$ cat src/rtl/tmode_defs.vh
// Constants for the timer mode registers and frequency-output generator
`ifndef TMODE_DEFS_VH
`define TMODE_DEFS_VH
// Timer 0 mode fields
`define T0_CLKSEL_BIT   0
`define T0_RUN_BIT      3
// Timer 1 mode fields
`define T1_CLKSEL_BIT   0
`define T1_SRC_BIT      1
`define T1_OUTSEL_BIT   2
`define T1_RUN_BIT      3
// Waveform-select fields
`define WS_MODE_HI      7
`define WS_MODE_LO      6
`define WS_MODE_LOW     2'h0
`define WS_MODE_HIGH    2'h1
`define WS_MODE_FOSC1   2'h2
`define WS_MODE_FOSC8   2'h3
// Reset values
`define MODE_RESET      4'h0
`define WS_RESET        8'h00
// Prescaler taps: output of divider bit n toggles at Fosc/2^(n+1)
`define DIV_W           15
`define TAP_FOSC4       1
`define TAP_FOSC8       2
`define TAP_FOSC64      5
`define TAP_FOSC256     7
`define TAP_FOSC512     8
`define TAP_FOSC1024    9
`define TAP_FOSC4096    11
`define TAP_FOSC8192    12
`define TAP_FOSC16384   13
`define TAP_FOSC32768   14
`endif

$ cat src/rtl/timer_mode_and_freq_output.v
// Timer mode registers, timer clock selection and frequency-output generator
`timescale 1ns/1ps
`include "tmode_defs.vh"
module timer_mode_and_freq_output (
  // Clock and reset
  input  wire       clk_sys,
  input  wire       rst_n,
  // Instruction load strobes and immediate operand
  input  wire       load_waveform,
  input  wire       load_timer0_mode,
  input  wire       load_timer1_mode,
  input  wire [7:0] imm_data,
  // External timer 1 clock pin
  input  wire       port_c_line0,
  // Timer 1 frequency from the timer 1 counter
  input  wire       timer1_freq,
  // Timer clock ticks and run controls
  output reg        timer0_tick,
  output wire       timer0_run,
  output reg        timer1_tick,
  output wire       timer1_run,
  // Register contents
  output wire [3:0] timer0_mode,
  output wire [3:0] timer1_mode,
  output wire [7:0] waveform_select,
  // Frequency-output pin
  output reg        freq_output_pin
);

  // Sizes of the stored fields
  localparam MODE_W = 4;
  localparam WAVE_W = 8;
  localparam TONE_N = 6;

  // Stored register contents
  reg  [MODE_W-1:0] timer0_mode_reg;
  reg  [MODE_W-1:0] timer1_mode_reg;
  reg  [WAVE_W-1:0] waveform_reg;

  // Free-running prescaler, its one-cycle-old copy and the half-rate toggle
  reg  [`DIV_W-1:0] div_reg;
  reg  [`DIV_W-1:0] div_prev_reg;
  reg               fosc1_reg;

  // Synchroniser stages for the asynchronous inputs
  reg  [1:0]        pc0_sync_reg;
  reg               pc0_prev_reg;
  reg  [1:0]        f1_sync_reg;

  // Combinational next values
  reg               carrier_next;
  reg               wave_next;
  reg               pin_next;

  // Decoded mode fields
  wire              t0_clk_slow;
  wire              t1_clk_slow;
  wire              t1_clk_ext;
  wire              pin_from_timer;
  wire [1:0]        carrier_mode;

  // Prescaler ticks and tones
  wire              t0_fast_rise;
  wire              t0_slow_rise;
  wire              t0_rise;
  wire              t1_div_rise;
  wire              t1_int_tick;
  wire              t1_ext_tick;
  wire              t1_src_tick;
  wire [TONE_N-1:0] tone_taps;
  wire [TONE_N-1:0] tone_hits;
  wire              tone_block;

  // Clean copies of the pins, taken from the second stage only
  wire              pc0_clean;
  wire              f1_clean;

  // Rising edge of a divider stage gives a one-cycle tick at that rate
  function rise_at;
    input [`DIV_W-1:0] cur;
    input [`DIV_W-1:0] prev;
    input integer      tap;
    begin
      rise_at = cur[tap] & ~prev[tap];
    end
  endfunction

  // Divider stage that feeds each waveform-select tone bit
  function integer tone_tap;
    input integer idx;
    begin
      case (idx)
        0:       tone_tap = `TAP_FOSC256;
        1:       tone_tap = `TAP_FOSC512;
        2:       tone_tap = `TAP_FOSC4096;
        3:       tone_tap = `TAP_FOSC8192;
        4:       tone_tap = `TAP_FOSC16384;
        default: tone_tap = `TAP_FOSC32768;
      endcase
    end
  endfunction

  // Timer 0 mode loads the low nibble of the immediate in one cycle
  // A load in the same cycle as reset is dropped; reset wins
  always @(posedge clk_sys) begin
    if (!rst_n) begin
      timer0_mode_reg <= `MODE_RESET;
    end else if (load_timer0_mode) begin
      timer0_mode_reg <= imm_data[3:0];
    end
  end

  // Timer 1 mode loads the low nibble of the immediate in one cycle
  always @(posedge clk_sys) begin
    if (!rst_n) begin
      timer1_mode_reg <= `MODE_RESET;
    end else if (load_timer1_mode) begin
      timer1_mode_reg <= imm_data[3:0];
    end
  end

  // Waveform select takes all eight bits of the immediate
  // Several strobes in one cycle all act, each on its own register
  always @(posedge clk_sys) begin
    if (!rst_n) begin
      waveform_reg <= `WS_RESET;
    end else if (load_waveform) begin
      waveform_reg <= imm_data;
    end
  end

  // Free-running prescaler; every tap is a power-of-two division
  // Wraps every 32768 cycles, so the slowest tone is its top bit
  always @(posedge clk_sys) begin
    if (!rst_n) begin
      div_reg <= {`DIV_W{1'b0}};
    end else begin
      div_reg <= div_reg + {{(`DIV_W-1){1'b0}}, 1'b1};
    end
  end

  // Delayed copy for edge detection; both clear together, so no false edge
  always @(posedge clk_sys) begin
    if (!rst_n) begin
      div_prev_reg <= {`DIV_W{1'b0}};
    end else begin
      div_prev_reg <= div_reg;
    end
  end

  // Half-rate toggle, the fastest tone the clock allows
  // A true clock-rate tone cannot come out of a registered pin
  always @(posedge clk_sys) begin
    if (!rst_n) begin
      fosc1_reg <= 1'b0;
    end else begin
      fosc1_reg <= ~fosc1_reg;
    end
  end

  // External timer 1 clock passes two stages
  // Adds about three cycles of latency to each external tick
  always @(posedge clk_sys) begin
    if (!rst_n) begin
      pc0_sync_reg <= 2'h0;
    end else begin
      pc0_sync_reg <= {pc0_sync_reg[0], port_c_line0};
    end
  end

  // History of the clean external clock for the falling-edge detect
  always @(posedge clk_sys) begin
    if (!rst_n) begin
      pc0_prev_reg <= 1'b0;
    end else begin
      pc0_prev_reg <= pc0_clean;
    end
  end

  // Timer 1 frequency passes two stages before it may reach the pin
  // Its edges show at the pin three cycles late
  always @(posedge clk_sys) begin
    if (!rst_n) begin
      f1_sync_reg <= 2'h0;
    end else begin
      f1_sync_reg <= {f1_sync_reg[0], timer1_freq};
    end
  end

  // Only the second stage is read by logic
  assign pc0_clean = pc0_sync_reg[1];
  assign f1_clean  = f1_sync_reg[1];

  // Mode field decode; timer 0 bits 1 and 2 are never decoded
  // Those reserved bits stay visible through timer0_mode
  assign t0_clk_slow    = timer0_mode_reg[`T0_CLKSEL_BIT];
  assign t1_clk_slow    = timer1_mode_reg[`T1_CLKSEL_BIT];
  assign t1_clk_ext     = timer1_mode_reg[`T1_SRC_BIT];
  assign pin_from_timer = timer1_mode_reg[`T1_OUTSEL_BIT];
  assign carrier_mode   = waveform_reg[`WS_MODE_HI:`WS_MODE_LO];

  // Run controls go straight to the counters
  assign timer0_run = timer0_mode_reg[`T0_RUN_BIT];
  assign timer1_run = timer1_mode_reg[`T1_RUN_BIT];

  // Timer 0 base clock taps
  // Switching taps mid-period may give one short or long interval
  assign t0_fast_rise = rise_at(div_reg, div_prev_reg, `TAP_FOSC4);
  assign t0_slow_rise = rise_at(div_reg, div_prev_reg, `TAP_FOSC1024);
  assign t0_rise      = t0_clk_slow ? t0_slow_rise : t0_fast_rise;

  // Timer 1 internal clock is every cycle or every 64th cycle
  assign t1_div_rise = rise_at(div_reg, div_prev_reg, `TAP_FOSC64);
  assign t1_int_tick = t1_clk_slow ? t1_div_rise : 1'b1;

  // External source counts falling edges of the synchronised pin
  // Pulses shorter than one clock may be missed
  assign t1_ext_tick = pc0_prev_reg & ~pc0_clean;
  assign t1_src_tick = t1_clk_ext ? t1_ext_tick : t1_int_tick;

  // Timer 0 tick is gated by run, so ticks stop one cycle after run clears
  // Registered so the counter sees a clean one-cycle pulse
  always @(posedge clk_sys) begin
    if (!rst_n) begin
      timer0_tick <= 1'b0;
    end else begin
      timer0_tick <= t0_rise & timer0_run;
    end
  end

  // Timer 1 tick is gated the same way
  always @(posedge clk_sys) begin
    if (!rst_n) begin
      timer1_tick <= 1'b0;
    end else begin
      timer1_tick <= t1_src_tick & timer1_run;
    end
  end

  // Divided tones for waveform bits 0..5
  // All tones share the prescaler, so they stay phase-locked
  genvar gi;
  generate
    for (gi = 0; gi < TONE_N; gi = gi + 1) begin : g_tone
      assign tone_taps[gi] = div_reg[tone_tap(gi)];
    end
  endgenerate

  // Any enabled tone that is high blanks the carrier
  // With no tone bit set the carrier passes untouched
  assign tone_hits  = waveform_reg[5:0] & tone_taps;
  assign tone_block = |tone_hits;

  // Carrier chosen by the two top waveform bits
  // The fastest carrier runs at half the clock rate
  always @* begin
    case (carrier_mode)
      `WS_MODE_LOW:   carrier_next = 1'b0;
      `WS_MODE_HIGH:  carrier_next = 1'b1;
      `WS_MODE_FOSC1: carrier_next = fosc1_reg;
      `WS_MODE_FOSC8: carrier_next = div_reg[`TAP_FOSC8];
      default:        carrier_next = 1'b0;
    endcase
  end

  // Waveform generator output: carrier with the tones cut out
  always @* begin
    wave_next = carrier_next & ~tone_block;
  end

  // Pin source: generator waveform or timer 1 frequency
  // The timer frequency bypasses the generator entirely when chosen
  always @* begin
    pin_next = pin_from_timer ? f1_clean : wave_next;
  end

  // Registered pin output, low straight out of reset
  // Registering keeps glitches of the tone mix off the pad
  always @(posedge clk_sys) begin
    if (!rst_n) begin
      freq_output_pin <= 1'b0;
    end else begin
      freq_output_pin <= pin_next;
    end
  end

  // Register contents for the rest of the core
  assign timer0_mode     = timer0_mode_reg;
  assign timer1_mode     = timer1_mode_reg;
  assign waveform_select = waveform_reg;

endmodule

$ cat config.mk
export PLATFORM = sky130hd
export DESIGN_NAME = timer_mode_and_freq_output
export DESIGN_NICKNAME = d
export VERILOG_FILES = /design/src/rtl/timer_mode_and_freq_output.v
export VERILOG_INCLUDE_DIRS = /design/src /design/src/rtl
export SDC_FILE = /design/constraint.sdc
export NUM_CORES = 1
export LEC_CHECK = 0
export ABC_CLOCK_PERIOD_IN_PS = 1700
export BUFFER_PORTS_ARGS = -buffer_cell sky130_fd_sc_hd__buf_2
export CORE_MARGIN = 8
export CORE_UTILIZATION = 40
export CTS_BUF_LIST = sky130_fd_sc_hd__clkbuf_4 sky130_fd_sc_hd__clkbuf_8
export CTS_CLUSTER_DIAMETER = 200
export CTS_CLUSTER_SIZE = 8
export DETAILED_ROUTE_END_ITERATION = 7
export PLACE_DENSITY_LB_ADDON = 0.1
export SLEW_MARGIN = 20
export SYNTH_ARGS = -nofsm -noshare
export SYNTH_HDL_FRONTEND = slang
export SYNTH_SLANG_ARGS = --single-unit
$ cat constraint.sdc
create_clock -name clk_sys -period 1.7 [get_ports clk_sys]
set_input_delay 0.255 -clock clk_sys [delete_from_list [all_inputs] [get_ports clk_sys]]
set_output_delay 0.255 -clock clk_sys [all_outputs]
set_load 0.01 [all_outputs]
==> results of run 1 <==
==> worst max-delay path: cells and delay by family (launching register included) <==
kind	cells	cell delay (ns)
AND/OR/NAND/NOR	3	1.06
AO/OA/AOI/OAI	1	0.11
flip-flops	1	0.39
==> placed cells by master, fill, tap and decap left out, types with 2 or more instances in the layout <==
master / n
nor4_1: 2
dfxtp_1: 40
nor2_1: 31
xnor2_1: 4
o21ai_0: 3
nand2_1: 6
mux2i_1: 16
inv_1: 6
and2_1: 8
buf_2: 35
xor2_1: 7
a21oi_1: 2
dfxtp_2: 3
clkbuf_8: 5
nand4_1: 4
buf_4: 9
nand3_1: 7
==> per-layer routing <==
layer / vias up / global-route usage [%] / part of all wire [%]
li1: 637 / - / -
met1: 581 / 13.4 / 44
met2: 28 / 19.5 / 47
met3: 8 / 4.62 / 7.1
met4: 0 / 5.00 / 2.1
met5: - / 0 / 0
==> metrics by stage <==
step / power [mW] / utilization [%] / setup WS [ns] / hold slack [ns]
after global placement: 1.26 / 47.4 / 0.0948 / 0.416
after detailed placement: 1.26 / 47.4 / 0.0261 / 0.419
after global routing: 1.98 / 50.0 / 0.00767 / 0.160
after CTS: 1.92 / 49.7 / 0.00943 / 0.152
after floorplan: 1.19 / - / 0.0191 / 0.377
final: 1.88 / 50.0 / 0.0838 / 0.158
==> worst max-delay path by stage <==
stage                             end  cells after the start       start  slack, ns
final                     div_reg[14]                      4  div_reg[8]       0.08
after global routing      div_reg[14]                      4  div_reg[8]      0.008
after CTS                 div_reg[14]                      4  div_reg[7]      0.009
after detailed placement  div_reg[14]                      4  div_reg[7]       0.03
after global placement    div_reg[14]                      5  div_reg[1]       0.09
after floorplan           div_reg[14]                      5  div_reg[1]       0.02
==> report_power, final <==
part,switching [mW],internal [mW]
registers,0.0255,1.05
clock network,0.340,0.303
logic,0.0899,0.0756
==> area by class of cell <==
type / instances / area (sq um) / share of cell area (%)
Timing Repair Buffer: 44 / 243 / 12.3
Clock buffer: 6 / 76.3 / 3.88
Tap cell: 50 / 62.6 / 3.18
Clock inverter: 2 / 12.5 / 0.635
Sequential cell: 43 / 865 / 43.9
Multi-Input combinational cell: 107 / 688 / 34.9
Inverter: 6 / 22.5 / 1.14
==> logic make-up (layout without fill, tap and decap cells) <==
| kind of cell | count (synthesis) | after routing | share of synthesized area, % |
|---|---|---|---|
| xor gates and xnor gates | 11 | 11 | 6.00 |
| adders and majority gates | 1 | 1 | 0.779 |
| DFF | 43 | 43 | 53.6 |
| buffers and inverters | 16 | 58 | 4.28 |
| and+or+nand+nor | 67 | 67 | 20.6 |
| muxes | 16 | 16 | 9.97 |
| AOI/OAI and AO/OA | 12 | 12 | 4.83 |
==> summary.txt, run 1 <==
Outcome
  – Outcome: finished clean

Worst setup path
  – CP max-delay cell: or4_4
  – Req. time, crit path: 1.93 ns
  – Worst r2r src: div_reg[8]
  – Worst-case reg-to-reg path depth: 4
  – Terminus of the critical flop-to-flop path: div_reg[14]
  – Kind of critical path: reg -> reg
  – Crit path cell chain: nand3_2, or4_4, or3_4, a21oi_2
  – Worst setup SP type: register
  – WP data arrival: 1.85 ns
  – Max incr delay on CP: 0.55 ns
  – Worst Setup End Kind: register
  – Critical path fanouts, max: 5
  – Worst R2R Setup Slack: 0.08 ns

Routing
  – Initial DRT Pass Iterations: 4
  – DRC: 0
  – DRT Wirelength: 3.49 mm
  – DR vias: 1254
  – Avg Vias per Cell: 4.86
  – Average wire per cell in the routed design: 13.5 um
  – Starting DRC count in detailed routing: 80
  – ANT nets after route: 0

Yosys
  – Sequential fraction of the synthesis area: 53.6%
  – Dominant cell type by area after synthesis: dfxtp_1
  – Post-synth EDFFs: 0
  – Synthesis Warnings: 0
  – Syn avg cell area: 9.68 sq um
  – Post-synthesis register bit count: 43
  – Top_reg_cell synth: dfxtp_1
  – Cells taking the most area after synthesis: dfxtp_1, mux2i_1, nor2_1
  – Distinct cells, synth: 32
  – FFs w/ async S/R, synth: 0%
  – Yosys top cell area share: 53.6%
  – Post-Syn Instances: 166
  – Mapped Area: 1610 sq um
  – Cell with the most instances after synthesis: dfxtp_1
  – Top cells by count, synth: dfxtp_1, nor2_1, mux2i_1
  – Syn nets: 182

Die
  – Die Ht: 79.4 um
  – Die Width: 79.4 um
  – Placeable Area: 3940 sq um
  – Starting Density: 40.7%
  – Die area: 6300 sq um
  – Rows: 23
  – I/O pin cnt: 36

Clock tree
  – Maximum clock path buffer count: 2
  – Cts repair resizes: 0
  – Clock Pin Slew Worst Setup and Hold Paths: 0.08 ns
  – Clk root buf: clkbuf_8
  – # hold bufs at CTS: 0
  – Clk sinks: 43
  – CTS tree: yes
  – Worst-Skew Late Latency: 0.29 ns
  – Post-CTS Setup Repair Bufs: 0
  – CTS buffer count: 5
  – H-tree depth: 2

Timing
  – Final clock skew: 0.00293 ns
  – Final setup vio count: 0
  – Fmax: 0.619 GHz
  – Final cycle utilization of the critical path: 95.1%
  – Slew @ Worst Pin: 0.356 ns
  – Max Transition Viols Final: 0
  – Unrepaired setup endpoints after global routing: no
  – Fin. Hold Viols: 0
  – Final Critical Period: 1.62 ns
  – Fin Setup TNS: 0 ns
  – Slew HR: 76.0%

Global route
  – Gr ovfl total: 0
  – Vias in the first global route: 1284
  – First-pass GRT wire length: 5.97 mm
  – Initial antenna violation count: 0
  – Total Routing Usage GR: 11.9%
  – Largest net degree at the start of global routing: 33

Layout
  – Filler cells: 371
  – Share of cells above drive strength 1: 29.3%
  – Max reg flops: 15
  – Synth-to-layout area growth: 22.6%
  – # diodes: 0
  – Fin area: 1970 sq um
  – Layout net count: 223
  – Final Non-Filler Cells: 258

Placement
  – Placed cell areas: 1870 sq um
  – Placed Cells: 250
  – Routability cong.: 0.818
  – Post-DP HPWL: 2.62 mm
  – IO Port Bufs: 35

Pwr
  – VDD IR-drop max: 0.000565 V
  – PwrDens: 955 nW/um^2
  – Leak: 0.866 nW

Worst hold path
  – Hold crit path type: in -> reg
  – Hold endpoint: f1_sync_reg[0]
  – Hold path start: timer1_freq
  – Hold path cells: 2

Job
  – Max_cap viols: 0
Power figures use the tool's default switching activity.
==> run 2, diff against run 1 <==
ABC_CLOCK_PERIOD_IN_PS = 1860   (was 1700)
SETUP_SLACK_MARGIN = 0.3   (was not set)
clock period = 1.86 ns   (was 1.7 ns; I/O delays follow)
==> summary.txt, run 2 (synthesized netlist as in run 1, its figures left out) <==
Timing
  – Fin Setup TNS: 0 ns
  – Slew HR: 73.7%
  – Final Critical Period: 1.54 ns
  – Final clock skew: 0.00635 ns
  – Slew @ Worst Pin: 0.391 ns
  – Final cycle utilization of the critical path: 83.0%
  – Fmax: 0.648 GHz
  – Max Transition Viols Final: 0
  – Unrepaired setup endpoints after global routing: yes
  – Final setup vio count: 0
  – Fin. Hold Viols: 0

Layout
  – Max reg flops: 15
  – Layout net count: 219
  – Final Util: 51.2%
  – Multi-input logic area: 701 sq um
  – Seq. cell area: 883 sq um
  – # diodes: 0
  – Synth-to-layout area growth: 25.6%
  – Most common cell after layout, fill and taps aside: buf_2
  – Highest-count cells in the layout ignoring fill and taps: buf_2, dfxtp_1, nor2_1
  – Filler cells: 356
  – Share of cells above drive strength 1: 30.9%

Pwr
  – Psw: 0.415 mW
  – Internal power: 1.57 mW
  – Leak: 0.872 nW
  – VDD IR-drop max: 0.000623 V
  – Gate power share: 7.7%
  – PwrDens: 986 nW/um^2
  – Switching Fraction: 20.9%
  – Reg power frac: 49.2%
  – Clock Power Share: 43.1%

Die
  – Placeable Area: 3940 sq um
  – I/O pin cnt: 36
  – Die Width: 79.4 um
  – Starting Density: 40.7%
  – Die Ht: 79.4 um
  – Die area: 6300 sq um
  – Rows: 23

Clock tree
  – Maximum clock path buffer count: 2
  – # hold bufs at CTS: 0
  – Clk sinks: 43
  – Worst-Skew Late Latency: 0.29 ns
  – H-tree depth: 2
  – Clk root buf: clkbuf_8
  – CTS buffer count: 5
  – CTS tree: yes
  – Clock Pin Slew Worst Setup and Hold Paths: 0.08 ns

Worst setup path
  – Worst Setup End Kind: register
  – CP max-delay cell: or4_4
  – WP buf/inv: 0
  – Kind of critical path: reg -> reg
  – Worst setup startpoint: div_reg[4]
  – Worst R2R Setup Slack: 0.32 ns
  – Worst setup SP type: register
  – Crit path cell chain: nand4_1, or4_4, or3_1, a21oi_2
  – Delay-heaviest family, CP: simple AND/OR/NAND/NOR gates
  – Terminus of the critical flop-to-flop path: div_reg[14]
  – Worst r2r src: div_reg[4]
  – WP data arrival: 1.78 ns
  – Worst-case reg-to-reg path depth: 4
  – Req. time, crit path: 2.09 ns
  – Max incr delay on CP: 0.46 ns
  – Critical path fanouts, max: 4

Worst hold path
  – Hold path cells: 2
  – Hold crit path type: in -> reg
  – Hold endpoint: f1_sync_reg[0]
  – Hold path start: timer1_freq

Outcome
  – Outcome: finished clean

Global route
  – Largest net degree at the start of global routing: 33
  – Initial antenna violation count: 0
  – First-pass GRT wire length: 5.87 mm
  – Total Routing Usage GR: 12.1%
  – Vias in the first global route: 1244
  – Gr ovfl total: 0

Routing
  – ANT nets after route: 0
  – Starting DRC count in detailed routing: 96
  – Average wire per cell in the routed design: 14.3 um
  – Avg Vias per Cell: 4.98
  – DR vias: 1266
  – Initial DRT Pass Iterations: 4
  – DRC: 0
  – DRT Wirelength: 3.62 mm

Placement
  – Routability cong.: 0.810
  – IO Port Bufs: 35
  – Post-DP HPWL: 2.63 mm

Job
  – Max_cap viols: 0
## run 2: changes by cell type in the layout (fill, tap and decap cells not counted), moves of 2 or more
| cell | change |
|---|---|
| dfxtp_1 | -7 |
| dfxtp_2 | +3 |
| bufinv_16 | +2 |
| dfxtp_4 | +4 |
| buf_4 | -4 |
## run 2: worst max path at each step
stage / end / slack [ns] / depth (start not counted)
after floorplan: div_reg[14] / 0.35 / 5
after global placement: div_reg[14] / 0.31 / 4
after detailed placement: div_reg[14] / 0.26 / 4
after CTS: div_reg[14] / 0.29 / 4
after global routing: div_reg[14] / 0.27 / 4
final: div_reg[14] / 0.32 / 4
## run 2: power by group through the flow
stage	combinational (mW)	clock [mW]	sequential, mW
after CTS	0.156	0.881	0.981
after global routing	0.171	0.928	0.983
after global placement	0.142	0	1.01
after floorplan	0.0778	0	1.01
after detailed placement	0.145	0	1.01
final	0.153	0.858	0.978
## run 2: timing repair
action                     in CTS  in global routing
resized for setup               7                  5
cloned                          0                  0
buffers inserted                3                  0
pin swaps                       1                  1
setup endpoints to repair       2                  2
## run 2: metrics by stage
step | hold slack [ns] | instances | area (sq um) | setup WS (ns) | power, mW
CTS | 0.172 | 254 | 2000 | 0.289 | 2.02
detailed placement | 0.408 | 243 | 1830 | 0.256 | 1.15
global placement | 0.414 | 243 | 1830 | 0.306 | 1.15
finish | 0.185 | 254 | 2020 | 0.316 | 1.99
floorplan | 0.393 | 166 | 1630 | 0.346 | 1.09
global route | 0.174 | 254 | 2020 | 0.266 | 2.08
## run 2: cell type report
class | instances | area share [%]
flip-flops and latches | 43 | 43.8
multi-input cells | 107 | 34.7
repair buffers | 40 | 10.5
clock buffers | 6 | 3.78
well taps | 50 | 3.10
clock inverters | 2 | 2.98
inverters | 6 | 1.12
## run 2: metal layers
metal	vias up	GRT usage (%)	share of wire, %	wire, um
met5	-	0	0	0
met3	5	5.52	8.3	299
met4	0	5.19	1.5	55
met2	30	20.1	48	1750
met1	601	12.9	42	1510
li1	630	-	-	-
==> run 3, diff against run 2 <==
ABC_CLOCK_PERIOD_IN_PS = 1600   (was 1860)
clock period = 1.6 ns   (was 1.86 ns; I/O delays follow)
==> summary.txt, run 3 (synthesized netlist as in run 1, its figures left out) <==
Clock tree
  – Worst-Skew Late Latency: 0.30 ns
  – Clock Pin Slew Worst Setup and Hold Paths: 0.08 ns
  – Maximum clock path buffer count: 2
  – H-tree depth: 2
  – Clk root buf: clkbuf_8
  – Clk sinks: 43
  – CTS buffer count: 5
  – CTS tree: yes
  – # hold bufs at CTS: 0

Routing
  – Average wire per cell in the routed design: 14.0 um
  – Avg Vias per Cell: 4.85
  – Initial DRT Pass Iterations: 4
  – DR vias: 1284
  – DRC: 0
  – Starting DRC count in detailed routing: 138
  – DRT Wirelength: 3.71 mm
  – ANT nets after route: 0

Layout
  – Most common cell after layout, fill and taps aside: buf_2
  – Fin area: 2090 sq um
  – Multi-input logic area: 723 sq um
  – Share of cells above drive strength 1: 35.8%
  – Layout net count: 230
  – Filler cells: 360
  – Seq. cell area: 885 sq um
  – Synth-to-layout area growth: 30.1%
  – # diodes: 0
  – Max reg flops: 15
  – Highest-count cells in the layout ignoring fill and taps: buf_2, dfxtp_1, nor2_1

Outcome
  – Outcome: finished clean

Timing
  – Final clock skew: 0.00306 ns
  – Final Critical Period: 1.51 ns
  – Fin. Hold Viols: 0
  – Fmax: 0.661 GHz
  – Final cycle utilization of the critical path: 94.5%
  – Max Transition Viols Final: 0
  – Slew HR: 78.4%
  – Final setup vio count: 0
  – Fin Setup TNS: 0 ns
  – Unrepaired setup endpoints after global routing: yes
  – Slew @ Worst Pin: 0.324 ns

Worst setup path
  – Worst setup SP type: register
  – WP data arrival: 1.74 ns
  – Kind of critical path: reg -> reg
  – CP max-delay cell: or4_4
  – WP buf/inv: 1
  – Max incr delay on CP: 0.48 ns
  – Critical path fanouts, max: 3
  – Worst Setup End Kind: register
  – Crit path cell chain: ha_4, inv_2, or4_4, or3_1, a21oi_1
  – Req. time, crit path: 1.83 ns
  – Delay-heaviest family, CP: simple AND/OR/NAND/NOR gates

Die
  – Placeable Area: 3940 sq um
  – Die Ht: 79.4 um
  – I/O pin cnt: 36
  – Rows: 23
  – Die Width: 79.4 um
  – Starting Density: 40.7%
  – Die area: 6300 sq um

Pwr
  – Psw: 0.487 mW
  – Reg power frac: 54.8%
  – Internal power: 1.58 mW
  – Clock Power Share: 36.5%
  – Leak: 0.930 nW
  – Switching Fraction: 23.5%
  – VDD IR-drop max: 0.000553 V
  – PwrDens: 990 nW/um^2
  – Gate power share: 8.7%

Worst hold path
  – Hold crit path type: in -> reg

Global route
  – Vias in the first global route: 1204
  – Total Routing Usage GR: 12.0%
  – Gr ovfl total: 0
  – First-pass GRT wire length: 5.80 mm
  – Initial antenna violation count: 0
  – Largest net degree at the start of global routing: 33

Job
  – Max_cap viols: 0

Placement
  – Post-DP HPWL: 2.57 mm
  – IO Port Bufs: 35
  – Placed cell areas: 1860 sq um
  – Routability cong.: 0.862
run 3: changes by cell type in the layout (fill, tap and decap cells not counted), sizes merged:
cell / before / now
buf: 40 / 51
bufinv: 2 / 0
clkbuf: 6 / 7
inv: 6 / 7
run 3: power by group through the flow:
stage                     logic [mW]  registers (mW)  clock network [mW]
final                          0.180            1.13               0.755
after global routing           0.200            1.14               0.836
after global placement         0.166            1.17                   0
after detailed placement       0.168            1.17                   0
after floorplan               0.0909            1.18                   0
after CTS                      0.181            1.14               0.784
run 3: final timing paths:
path | cells past startpoint | slack (ns) | end | from
max | 5 | 0.09 | div_reg[14] | div_reg[0]
min | 2 | 0.14 | f1_sync_reg[0] | timer1_freq
max reg2reg | 5 | 0.09 | div_reg[14] | div_reg[0]
min reg2reg | 1 | 0.42 | fosc1_reg | fosc1_reg
run 3: cell type report:
class	instances	share of cell area [%]
Clock buffer	7	4.61
Clock inverter	1	0.299
Inverter	6	1.08
Multi-Input combinational cell	107	34.6
Sequential cell	43	42.3
Tap cell	50	2.99
Timing Repair Buffer	51	14.1
run 3: metrics by stage:
stage / power (mW) / cells / worst slack (ns) / hold WS, ns / utilization [%]
after floorplan: 1.27 / 166 / 0.0936 / 0.362 / -
after global placement: 1.33 / 247 / 0.0677 / 0.415 / 47.3
after detailed placement: 1.34 / 247 / 0.0284 / 0.405 / 47.3
after CTS: 2.10 / 261 / 0.0946 / 0.125 / 51.3
after global routing: 2.18 / 265 / 0.0620 / 0.135 / 53.0
final: 2.07 / 265 / 0.0882 / 0.139 / 53.0
run 3: layer usage:
metal  up-vias  track usage, %  wire [um]
met5         -               0          0
met4         0            8.33         44
met3         4            4.28        260
met2        30            18.6       1810
met1       598            13.5       1590
li1        652               -          -
run 3: timing repair:
item	CTS	global route
setup endpoints to repair	5	5
pin swaps	3	4
gates resized for setup	7	8
endpoints found under the hold margin	0	0
buffers inserted	6	4
